--- src/design/ctu_params.svh ---
`ifndef CTU_PARAMS_SVH
`define CTU_PARAMS_SVH
`define CTU_GRP_BREAK 2'h0
`define CTU_GRP_ERR 2'h1
`define CTU_GRP_SYS 2'h2
`define CTU_GRP_SCHED 2'h3
`define CTU_BIT_BREAK 0
`define CTU_BIT_INTCHK 1
`define CTU_BIT_OVF 2
`define CTU_BIT_BADINS 3
`define CTU_BIT_RDICP 4
`define CTU_BIT_WRICP 5
`define CTU_BIT_SCHED_LO 6
`define CTU_BIT_SCHED_HI 13
`define CTU_BIT_READY_HI 11
`define CTU_BIT_SWERR 15
`define CTU_W_ENABLES 2'h0
`define CTU_W_STATUS 2'h1
`define CTU_W_WPTR 2'h2
`define CTU_W_IPTR 2'h3
`define CTU_SCHED_WORD0 32'h0
`define CTU_STRUCT_BYTES 32'h10
`define CTU_ENABLES_RST 32'h0
`define CTU_STATUS_RST 16'h0
`define CTU_BASE_RST 32'h0
`define CTU_OFF_BASE 12'h000
`define CTU_OFF_EN0 12'h004
`define CTU_OFF_EN1 12'h008
`define CTU_OFF_ST0 12'h00c
`define CTU_OFF_ST1 12'h010
`define CTU_OFF_INFO 12'h014
`endif

--- src/design/ctu_pkg.sv ---
package ctu_pkg;
  typedef struct packed {
    logic [31:0] iptr;
    logic [31:0] wptr;
    logic [31:0] status;
    logic [31:0] enables;
  } ctu_state_t;
  typedef struct packed {
    logic brk;
    logic int_check_fault;
    logic ovf;
    logic bad_instruction_fault;
    logic handler_read_intercept;
    logic handler_write_intercept;
    logic [7:0] sched;
  } ctu_cause_t;
  typedef struct packed {
    logic req;
    logic we;
    logic [31:0] addr;
    logic [31:0] wdata;
  } ctu_mreq_t;
  typedef enum logic [6:0] {
    S_IDLE = 7'b0000001,
    S_SAVE = 7'b0000010,
    S_LOAD = 7'b0000100,
    S_SCHED = 7'b0001000,
    S_DONE = 7'b0010000,
    S_RET = 7'b0100000,
    S_RDONE = 7'b1000000
  } ctu_state_e_t;
endpackage

--- src/design/ctu_word_port.sv ---
`timescale 1ns/1ps
`default_nettype none
module ctu_word_port
  import ctu_pkg::*;
(
  // Clock and reset.
  input wire logic CLK_I,
  input wire logic RESET_I,
  // Request from the sequencer.
  input wire logic go_i,
  input wire logic we_i,
  input wire logic [31:0] addr_i,
  input wire logic [31:0] wdata_i,
  output logic done_o,
  output logic [31:0] rdata_o,
  // Memory side.
  output ctu_mreq_t mem_o,
  input wire logic mem_ack_i,
  input wire logic [31:0] mem_rdata_i
);
  // Holds one word request until the memory acknowledges it.
  always_ff @(posedge CLK_I or posedge RESET_I) begin
    if (RESET_I) begin
      mem_o <= '0;
    end else if (go_i) begin
      mem_o <= '{req: 1'b1, we: we_i, addr: addr_i, wdata: wdata_i};
    end else if (mem_o.req && mem_ack_i) begin
      mem_o.req <= 1'b0;
    end
  end
  always_ff @(posedge CLK_I or posedge RESET_I) begin
    if (RESET_I) begin
      done_o <= 1'b0;
      rdata_o <= 32'h0;
    end else begin
      done_o <= mem_o.req && mem_ack_i;
      if (mem_o.req && mem_ack_i && !mem_o.we) begin
        rdata_o <= mem_rdata_i;
      end
    end
  end
endmodule
`default_nettype wire

--- src/design/ctu_trap_unit.sv ---
`timescale 1ns/1ps
`default_nettype none
`include "ctu_params.svh"
module ctu_trap_unit
  import ctu_pkg::*;
(
  // Clock and reset.
  input wire logic CLK_I,
  input wire logic RESET_I,
  // APB register port.
  input wire logic PSEL_I,
  input wire logic PENABLE_I,
  input wire logic PWRITE_I,
  input wire logic [11:0] PADDR_I,
  input wire logic [31:0] PWDATA_I,
  output logic [31:0] PRDATA_O,
  output logic PREADY_O,
  output logic PSLVERR_O,
  // Cause events from execution and scheduler.
  input wire logic CAUSE_PRI_I,
  input wire ctu_cause_t CAUSE_I,
  input wire logic SW_CAUSE_I,
  input wire logic [3:0] SW_CAUSE_BIT_I,
  input wire logic SCHED_HAS_WPTR_I,
  input wire logic [31:0] SCHED_WPTR_I,
  // Running process state.
  input wire logic TRAP_POINT_I,
  input wire logic PRI_I,
  input wire logic [31:0] NEXT_IPTR_I,
  input wire logic [31:0] WPTR_I,
  input wire logic [31:0] STATUS_I,
  input wire logic TRET_I,
  // Enable and disable operations.
  input wire logic EN_OP_I,
  input wire logic EN_SET_I,
  input wire logic EN_PRI_I,
  input wire logic [15:0] EN_MASK_I,
  output logic [15:0] EN_PREV_O,
  // Intercept indications for the transfer instructions.
  output logic RD_BLOCK_O,
  output logic WR_BLOCK_O,
  // State handed back to the core.
  output logic BUSY_O,
  output logic LOAD_VALID_O,
  output ctu_state_t LOAD_STATE_O,
  output logic [1:0] GROUP_O,
  output logic [3:0] CAUSE_O,
  // Memory port for the trap structures.
  output ctu_mreq_t MEM_O,
  input wire logic MEM_ACK_I,
  input wire logic [31:0] MEM_RDATA_I
);
  ctu_state_e_t state;
  logic [31:0] base;
  logic [31:0] en_q [0:1];
  logic [15:0] st_q [0:1];
  logic [1:0] svc_q;
  logic [3:0] svc_cause [0:1];
  logic [31:0] rd_q [0:3];
  logic [31:0] sched_wptr;
  logic [1:0] sched_has;
  logic pri;
  logic [3:0] cause;
  logic [1:0] idx;
  logic issued;
  ctu_state_t cur;
  logic go;
  logic we;
  logic [31:0] addr;
  logic [31:0] wdata;
  logic done;
  logic [31:0] rdata;
  logic [15:0] ev;
  logic [13:0] pend;
  logic take;
  logic apb_wr;
  logic [15:0] w1c;
  logic [31:0] next_rdata;
  logic slv_err;

  function automatic logic [1:0] group_of(input logic [3:0] c);
    if (c == 4'h0) begin
      group_of = `CTU_GRP_BREAK;
    end else if (c <= 4'h2) begin
      group_of = `CTU_GRP_ERR;
    end else if (c <= 4'h5) begin
      group_of = `CTU_GRP_SYS;
    end else begin
      group_of = `CTU_GRP_SCHED;
    end
  endfunction

  function automatic logic [3:0] lowest(input logic [13:0] v);
    lowest = 4'h0;
    for (int i = 13; i >= 0; i--) begin
      if (v[i]) begin
        lowest = 4'(i);
      end
    end
  endfunction

  // Structure address per priority and group; trapped follows handler.
  function automatic logic [31:0] struct_addr(input logic [31:0] b, input logic p,
      input logic [1:0] g, input logic trapped, input logic [1:0] w);
    struct_addr = b + `CTU_STRUCT_BYTES * {27'h0, p, g, trapped, 1'b0}
      + {28'h0, w, 2'b00};
  endfunction

  // Raw events in cause bit order; bits 0 to 13 are recorded only when enabled, bit 15 when the software cause's bit is enabled.
  always_comb begin
    ev = '0;
    ev[`CTU_BIT_BREAK] = CAUSE_I.brk;
    ev[`CTU_BIT_INTCHK] = CAUSE_I.int_check_fault;
    ev[`CTU_BIT_OVF] = CAUSE_I.ovf;
    ev[`CTU_BIT_BADINS] = CAUSE_I.bad_instruction_fault;
    ev[`CTU_BIT_RDICP] = CAUSE_I.handler_read_intercept;
    ev[`CTU_BIT_WRICP] = CAUSE_I.handler_write_intercept;
    ev[`CTU_BIT_SCHED_HI:`CTU_BIT_SCHED_LO] = CAUSE_I.sched;
    if (SW_CAUSE_I && SW_CAUSE_BIT_I <= 4'hd) begin
      ev[SW_CAUSE_BIT_I] = 1'b1;
    end
    ev = ev & en_q[CAUSE_PRI_I][15:0];
    ev[`CTU_BIT_SWERR] = SW_CAUSE_I && ev[SW_CAUSE_BIT_I];
  end

  assign RD_BLOCK_O = en_q[PRI_I][`CTU_BIT_RDICP];
  assign WR_BLOCK_O = en_q[PRI_I][`CTU_BIT_WRICP];
  assign pend = st_q[PRI_I][13:0] & en_q[PRI_I][13:0];
  assign take = (state == S_IDLE) && !TRET_I && TRAP_POINT_I && !svc_q[PRI_I]
    && (|pend);
  assign apb_wr = PSEL_I && PENABLE_I && PWRITE_I;
  assign w1c = PWDATA_I[15:0];
  assign BUSY_O = (state != S_IDLE);

  // Per-priority status: hardware set wins over software or return clear.
  for (genvar p = 0; p < 2; p++) begin : g_pri
    always_ff @(posedge CLK_I or posedge RESET_I) begin
      if (RESET_I) begin
        st_q[p] <= `CTU_STATUS_RST;
      end else begin
        st_q[p] <= (st_q[p]
          & ~((apb_wr && PADDR_I == (p == 0 ? `CTU_OFF_ST0 : `CTU_OFF_ST1)) ? w1c : 16'h0)
          & ~((state == S_RDONE && pri == 1'(p)) ?
              (16'h8000 | (16'h1 << cause)) : 16'h0))
          | ((CAUSE_PRI_I == 1'(p)) ? ev : 16'h0);
      end
    end
  end

  // Enables registers: operations, handler AND, return restore, then software.
  always_ff @(posedge CLK_I or posedge RESET_I) begin
    if (RESET_I) begin
      en_q[0] <= `CTU_ENABLES_RST;
      en_q[1] <= `CTU_ENABLES_RST;
      EN_PREV_O <= 16'h0;
    end else if (EN_OP_I) begin
      EN_PREV_O <= en_q[EN_PRI_I][15:0];
      if (EN_SET_I) begin
        en_q[EN_PRI_I][15:0] <= en_q[EN_PRI_I][15:0] | EN_MASK_I;
      end else begin
        en_q[EN_PRI_I][15:0] <= en_q[EN_PRI_I][15:0] & ~EN_MASK_I;
      end
    end else if (state == S_DONE) begin
      en_q[pri] <= en_q[pri] & rd_q[`CTU_W_ENABLES];
    end else if (state == S_RDONE) begin
      en_q[pri] <= rd_q[`CTU_W_ENABLES];
    end else if (apb_wr && PADDR_I == `CTU_OFF_EN0) begin
      en_q[0] <= PWDATA_I;
    end else if (apb_wr && PADDR_I == `CTU_OFF_EN1) begin
      en_q[1] <= PWDATA_I;
    end
  end

  // Structure base register.
  always_ff @(posedge CLK_I or posedge RESET_I) begin
    if (RESET_I) begin
      base <= `CTU_BASE_RST;
    end else if (apb_wr && PADDR_I == `CTU_OFF_BASE) begin
      base <= PWDATA_I;
    end
  end

  // Workspace of the most recent enabled ready-process scheduler cause.
  always_ff @(posedge CLK_I or posedge RESET_I) begin
    if (RESET_I) begin
      sched_wptr <= 32'h0;
      sched_has <= 2'b00;
    end else if (|ev[`CTU_BIT_READY_HI:`CTU_BIT_SCHED_LO] && SCHED_HAS_WPTR_I) begin
      sched_wptr <= SCHED_WPTR_I;
      sched_has[CAUSE_PRI_I] <= 1'b1;
    end else if (state == S_DONE && group_of(cause) == `CTU_GRP_SCHED) begin
      sched_has[pri] <= 1'b0;
    end
  end

  // Entry and return sequencer.
  always_ff @(posedge CLK_I or posedge RESET_I) begin
    if (RESET_I) begin
      state <= S_IDLE;
      pri <= 1'b0;
      cause <= 4'h0;
      idx <= 2'h0;
      cur <= '0;
      svc_q <= 2'b00;
      svc_cause[0] <= 4'h0;
      svc_cause[1] <= 4'h0;
    end else begin
      case (state)
        S_IDLE: begin
          idx <= 2'h0;
          if (TRET_I && svc_q[PRI_I]) begin
            pri <= PRI_I;
            cause <= svc_cause[PRI_I];
            state <= S_RET;
          end else if (take) begin
            pri <= PRI_I;
            cause <= lowest(pend);
            svc_cause[PRI_I] <= lowest(pend);
            svc_q[PRI_I] <= 1'b1;
            // Stack registers are left to the handler code.
            cur <= '{iptr: NEXT_IPTR_I, wptr: WPTR_I,
              status: STATUS_I | (32'h1 << lowest(pend)),
              enables: en_q[PRI_I]};
            state <= S_SAVE;
          end
        end
        S_SAVE: begin
          if (done) begin
            idx <= idx + 2'h1;
            if (idx == `CTU_W_IPTR) begin
              state <= S_LOAD;
            end
          end
        end
        S_LOAD: begin
          if (done) begin
            idx <= idx + 2'h1;
            if (idx == `CTU_W_IPTR) begin
              if (group_of(cause) == `CTU_GRP_SCHED && sched_has[pri]) begin
                state <= S_SCHED;
              end else begin
                state <= S_DONE;
              end
            end
          end
        end
        S_SCHED: begin
          if (done) begin
            state <= S_DONE;
          end
        end
        S_RET: begin
          if (done) begin
            idx <= idx + 2'h1;
            if (idx == `CTU_W_IPTR) begin
              state <= S_RDONE;
            end
          end
        end
        S_RDONE: begin
          svc_q[pri] <= 1'b0;
          state <= S_IDLE;
        end
        default: begin
          state <= S_IDLE;
        end
      endcase
    end
  end

  // Captured words of the structure being read.
  always_ff @(posedge CLK_I or posedge RESET_I) begin
    if (RESET_I) begin
      for (int i = 0; i < 4; i++) begin
        rd_q[i] <= 32'h0;
      end
    end else if (done && (state == S_LOAD || state == S_RET)) begin
      rd_q[idx] <= rdata;
    end
  end

  // One word request per step; a new one issues after the last completes.
  always_ff @(posedge CLK_I or posedge RESET_I) begin
    if (RESET_I) begin
      issued <= 1'b0;
    end else if (go) begin
      issued <= 1'b1;
    end else if (done) begin
      issued <= 1'b0;
    end
  end

  always_comb begin
    go = !issued && !done
      && (state == S_SAVE || state == S_LOAD || state == S_SCHED || state == S_RET);
    we = (state == S_SAVE) || (state == S_SCHED);
    wdata = 32'h0;
    addr = struct_addr(base, pri, group_of(cause), 1'b0, idx);
    case (idx)
      `CTU_W_ENABLES: wdata = cur.enables;
      `CTU_W_STATUS: wdata = cur.status;
      `CTU_W_WPTR: wdata = cur.wptr;
      default: wdata = cur.iptr;
    endcase
    if (state == S_SAVE || state == S_RET) begin
      addr = struct_addr(base, pri, group_of(cause), 1'b1, idx);
    end else if (state == S_SCHED) begin
      addr = rd_q[`CTU_W_WPTR] + `CTU_SCHED_WORD0;
      wdata = sched_wptr;
    end
  end

  ctu_word_port u_port (
    .CLK_I(CLK_I),
    .RESET_I(RESET_I),
    .go_i(go),
    .we_i(we),
    .addr_i(addr),
    .wdata_i(wdata),
    .done_o(done),
    .rdata_o(rdata),
    .mem_o(MEM_O),
    .mem_ack_i(MEM_ACK_I),
    .mem_rdata_i(MEM_RDATA_I)
  );

  // Hand-over of loaded state to the core.
  always_ff @(posedge CLK_I or posedge RESET_I) begin
    if (RESET_I) begin
      LOAD_VALID_O <= 1'b0;
      LOAD_STATE_O <= '0;
      GROUP_O <= 2'h0;
      CAUSE_O <= 4'h0;
    end else begin
      LOAD_VALID_O <= (state == S_DONE) || (state == S_RDONE);
      if (state == S_DONE) begin
        LOAD_STATE_O <= '{iptr: rd_q[`CTU_W_IPTR], wptr: rd_q[`CTU_W_WPTR],
          status: rd_q[`CTU_W_STATUS],
          enables: en_q[pri] & rd_q[`CTU_W_ENABLES]};
        GROUP_O <= group_of(cause);
        CAUSE_O <= cause;
      end else if (state == S_RDONE) begin
        LOAD_STATE_O <= '{iptr: rd_q[`CTU_W_IPTR], wptr: rd_q[`CTU_W_WPTR],
          status: rd_q[`CTU_W_STATUS] & ~(32'h8000 | (32'h1 << cause)),
          enables: rd_q[`CTU_W_ENABLES]};
        GROUP_O <= group_of(cause);
        CAUSE_O <= cause;
      end
    end
  end

  // APB read decode; answers in the access cycle.
  always_comb begin
    next_rdata = 32'h0;
    slv_err = 1'b0;
    if (PADDR_I == `CTU_OFF_BASE) begin
      next_rdata = base;
    end else if (PADDR_I == `CTU_OFF_EN0) begin
      next_rdata = en_q[0];
    end else if (PADDR_I == `CTU_OFF_EN1) begin
      next_rdata = en_q[1];
    end else if (PADDR_I == `CTU_OFF_ST0) begin
      next_rdata = {16'h0, st_q[0]};
    end else if (PADDR_I == `CTU_OFF_ST1) begin
      next_rdata = {16'h0, st_q[1]};
    end else if (PADDR_I == `CTU_OFF_INFO) begin
      next_rdata = {20'h0, svc_cause[1], svc_cause[0], svc_q, 1'b0, BUSY_O};
    end else begin
      slv_err = 1'b1;
    end
  end

  assign PREADY_O = 1'b1;
  assign PSLVERR_O = PSEL_I && PENABLE_I && slv_err;

  always_ff @(posedge CLK_I or posedge RESET_I) begin
    if (RESET_I) begin
      PRDATA_O <= 32'h0;
    end else if (PSEL_I && !PENABLE_I && !PWRITE_I) begin
      PRDATA_O <= next_rdata;
    end
  end
endmodule
`default_nettype wire

--- config.mk ---
export PLATFORM = sky130hd
export DESIGN_NAME = ctu_trap_unit
export DESIGN_NICKNAME = d
export VERILOG_FILES = /design/src/design/ctu_pkg.sv /design/src/design/ctu_word_port.sv /design/src/design/ctu_trap_unit.sv
export VERILOG_INCLUDE_DIRS = /design/src /design/src/design
export SDC_FILE = /design/constraint.sdc
export NUM_CORES = 2
export LEC_CHECK = 0
export ABC_AREA = 1
export BUFFER_PORTS_ARGS = -buffer_cell sky130_fd_sc_hd__buf_2
export CORE_MARGIN = 2
export CORE_UTILIZATION = 49
export DETAILED_ROUTE_END_ITERATION = 7
export PLACE_DENSITY = 0.7
export SKIP_CTS_REPAIR_TIMING = 1
export SYNTH_ARGS = -nofsm -noshare
export SYNTH_HDL_FRONTEND = slang
export SYNTH_SLANG_ARGS = --single-unit
--- constraint.sdc ---
create_clock -name CLK_I -period 57.1 [get_ports CLK_I]
set_input_delay 2.855 -clock CLK_I [delete_from_list [all_inputs] [get_ports CLK_I]]
set_output_delay 2.855 -clock CLK_I [all_outputs]
set_load 0.05 [all_outputs]
==> metrics list <==
- Worst Setup Start Kind: input port
- Largest net degree at the start of global routing: around 150
- Hold Worst Slack: between 0.4 and 0.5 ns
- Number of buffers added on ports: a little over 500
* First-pass GRT wire length: 186,600 µm
* Async set or reset register ratio after synthesis: between 90% and 100%
* Critical path, cell by cell: buf_2 -> nand2_1 -> o21ai_2 -> buf_2
- Synthesis handed over a netlist of between 4k and 5k instances.
- Via count of the routed design: 31.80k
* Placed instance area: roughly 38,000 µm²
- Root buffer cell: sky130_fd_sc_hd__clkbuf_16
- The worst setup path is captured at a primary output.
- Largest buffer count on any clock path: 3
- Setup violations remaining at the end of the flow were counted as 0.
* Average wire length per cell after detail routing: roughly 23 µm
- Overall global routing resource usage: 33.72%
- Area contributors post-synth: sky130_fd_sc_hd__dfrtp_1 (52%), sky130_fd_sc_hd__nand2_1 (14%), sky130_fd_sc_hd__o21ai_0 (6.7%), sky130_fd_sc_hd__inv_1 (3.3%), sky130_fd_sc_hd__a21oi_1 (3.1%)
* Layout cell share with drive strength beyond 1: between 15 and 20%
- In this run the count of I/O pins placed on the die edge is about 510.
* Worst slew margin relative to its limit: approximately 18%
* Drt pass-1 iters: 6
- Cell area after layout: 40,480 µm²
* Maximum achievable frequency: ~140 MHz
- Ranked by instance count, the synthesized netlist is headed by sky130_fd_sc_hd__nand2_1 (1,252), sky130_fd_sc_hd__dfrtp_1 (724), sky130_fd_sc_hd__o21ai_0 (466), sky130_fd_sc_hd__inv_1 (309).
* Worst IR Drop VDD: around 0.040 mV
- Clock latency on the worst-skew pair, taken at its later pin, is ~0.66 ns.
- In this run the number of H-tree levels came out at 3.
- Post-Synthesis Mean Instance Area: ~8.4 µm²
- Compared with the post-synthesis result, the final layout area differs by 16.68%.
- Initial DRC Count: 3,944
* Cell Rows: slightly below 100
- Once the floorplan was initialized, standard cells occupied roughly half of the core.
- Horiz. Die Dim: between 200 and 300 µm
* Fill cell instance count of the final layout: between 6k and 7k
- After synthesis, flip-flops and latches occupy ~52% of the total area.
* Arrival time worst endpoint: between 4 and 5 ns
* Critical Path RT: around 54 ns
- The share of synthesized area in the top cell type comes to 52.22%.
- Count of cell types in the netlist: 71
- # clock sinks: 725
- Commonest register cell after synthesis: sky130_fd_sc_hd__dfrtp_1
- The final hold violation count is 0.
- The tightest min-delay check is of the flip-flop to flip-flop type.
- Along the worst path, the maximum fanout reaches 49.
- The die covers about 73,000 µm².
- Placeable Area: ~70,000 µm²
- The worst path needs 6.988 ns of the cycle, external delays included.
- Timing analysis after detailed placement gives a worst setup slack of between 50 and 60 ns.
* Yosys top cell by area: sky130_fd_sc_hd__dfrtp_1
- Critical Path Max Stage Delay: approximately 0.63 ns
* Clock transition at the register clock pins on the worst setup and hold paths after CTS: roughly 0.06 ns
- Number of antenna violations at the first check in global routing: 8
- Number of buffer and inverter stages on the critical path: 2
- The multi-input combinational cells in the finished layout cover a total of about 14,000 µm².
* Overflow left after global routing: 0
- In the final timing run, aggregate negative setup slack is 0 ns.
- Synthesis produced a netlist with a net count of ~4.4k.
- Post-detailed-route DRC marker count: 0
- Max Cap Violations: 0
* Status: complete, no violations
- Area of the mapped netlist: approximately 35,000 µm²
- The net count of the finished layout is between 4k and 5k.
- Cell with the most instances after synthesis: sky130_fd_sc_hd__nand2_1
- The via count of the first global-routing pass came to about 30k.
* Die boundary height: between 200 and 300 µm
- Across the whole layout, storage elements account for approximately 18,000 µm².
* Slew at the pin with the worst max-slew slack: between 1 and 1.5 ns
* Cell area power density: 45.31 nW/µm²
- Cell family contributing the most delay on the critical path: buffers and inverters
- Setup slack on the critical path of the routed design comes to ~50 ns.
- Buffers inserted during clock tree synthesis total a little over 80.
* Worst Path Class, Setup: input port to primary output
* Final core utilization: between 50 and 60%
- Max-slew violation count: 0
- Count of antenna-violating nets left after detailed routing: 0
- At the end of routability-driven placement, the weighted congestion stood at 0.9973.
* Period utilization: about an eighth
- CP max stage cell: sky130_fd_sc_hd__buf_2
- Yosys Warn Count: 0
* Detailed-placement wirelength estimate: 89,660 µm
- Summed over all cells, the static leakage comes to 20.18 nW.
- The synthesized design contains a little over 700 register bits.
* TritonCTS clock tree: done
- Setup repair after global routing left no endpoint under its margin.
- Yosys mapped a number of flops with a built-in enable equal to 0.
- CP dominant cell by count: sky130_fd_sc_hd__buf_2
* Post-detailed-routing wire length: about 130,000 µm
* Number of vias per cell: 5.731
- Clock tree skew after final layout: about 0.032 ns
==> final timing paths <==
check                                    end  depth (start not counted)  startpoint  slack [ns]
min reg2reg                LOAD_STATE_O[104]                          2     rd_q[8]        0.47
min in group asynchronous  LOAD_STATE_O[116]                          2     RESET_I        2.29
max reg2reg                          en_q[6]                         13    state[0]       52.76
max in group asynchronous        PRDATA_O[0]                          5     RESET_I       51.96
min                        LOAD_STATE_O[104]                          2     rd_q[8]        0.47
max                               RD_BLOCK_O                          4       PRI_I       50.11
==> cell usage in the layout (no fill, tap or decap), types with 48 or more instances in the layout <==
master,n
sky130_fd_sc_hd__a21oi_1,218
sky130_fd_sc_hd__buf_2,505
sky130_fd_sc_hd__clkbuf_16,81
sky130_fd_sc_hd__dfrtp_1,723
sky130_fd_sc_hd__inv_1,308
sky130_fd_sc_hd__nand2_1,1250
sky130_fd_sc_hd__nand3_1,87
sky130_fd_sc_hd__nor2_1,218
sky130_fd_sc_hd__o211ai_1,48
sky130_fd_sc_hd__o21ai_0,466
sky130_fd_sc_hd__o21ai_1,65
sky130_fd_sc_hd__o221ai_1,52
sky130_fd_sc_hd__o22ai_1,64
==> per-stage QoR <==
step,total power [mW],instances
after CTS,1.833,5541
after global routing,1.918,5549
final,1.834,5549
after detailed placement,1.292,5398
after floorplan,1.101,4148
after global placement,1.282,5398
==> cell families after synthesis <==
group	share of synthesized area, %
simple gates	19.26
compound gates	18.40
flops	52.30
buf+inv	6.672
mux	2.373
xor+xnor	0.6059
fa+ha+maj	0.3823
other cells	0.01081
==> power by group <==
group | internal (mW) | total [mW] | leakage [nW] | switching, mW
combinational | 0.147 | 0.562 | 9.65 | 0.415
sequential | 0.641 | 0.731 | 9.20 | 0.0899
clock | 0.313 | 0.541 | 1.34 | 0.228
==> state kept, by name (all words and copies together) (netlist names) <==
name	flops
CAUSE_O	4
EN_PREV_O	16
GROUP_O	2
LOAD_STATE_O	128
LOAD_VALID_O	1
PRDATA_O	32
base	32
cause	4
cur	128
en_q	64
idx	2
issued	1
pri	1
rd_q	128
sched_has	2
sched_wptr	32
st_q	32
state	7
svc_cause	8
svc_q	2
u_port.done_o	1
u_port.mem_o	66
u_port.rdata_o	32
==> layout make-up <==
class	instances	area share [%]
repair buffers	541	6.973
inverters	341	3.193
clock buffers	115	5.718
well taps	940	2.905
multi-input cells	2851	35.25
clock inverters	28	1.091
flip-flops and latches	725	44.82
diodes	8	0.04945
==> worst min-delay path, cell delays in order, from the launching register on <==
cell and delay [ns]:
sky130_fd_sc_hd__dfrtp_1 0.34, sky130_fd_sc_hd__nand2_1 0.05, sky130_fd_sc_hd__nand2_1 0.05
==> metal layers <==
| metal | global-route usage [%] | wire, µm | share of wire [%] | vias to the layer above |
|---|---|---|---|---|
| met2 | 53.36 | 58380 | 47 | 1545 |
| met5 | 0 | 0 | 0 | - |
| met1 | 45.03 | 49470 | 39 | 15360 |
| li1 | - | - | - | 14580 |
| met3 | 5.725 | 10920 | 8.7 | 323 |
| met4 | 16.74 | 6588 | 5.3 | 0 |
(Power assumes the default switching activity.)
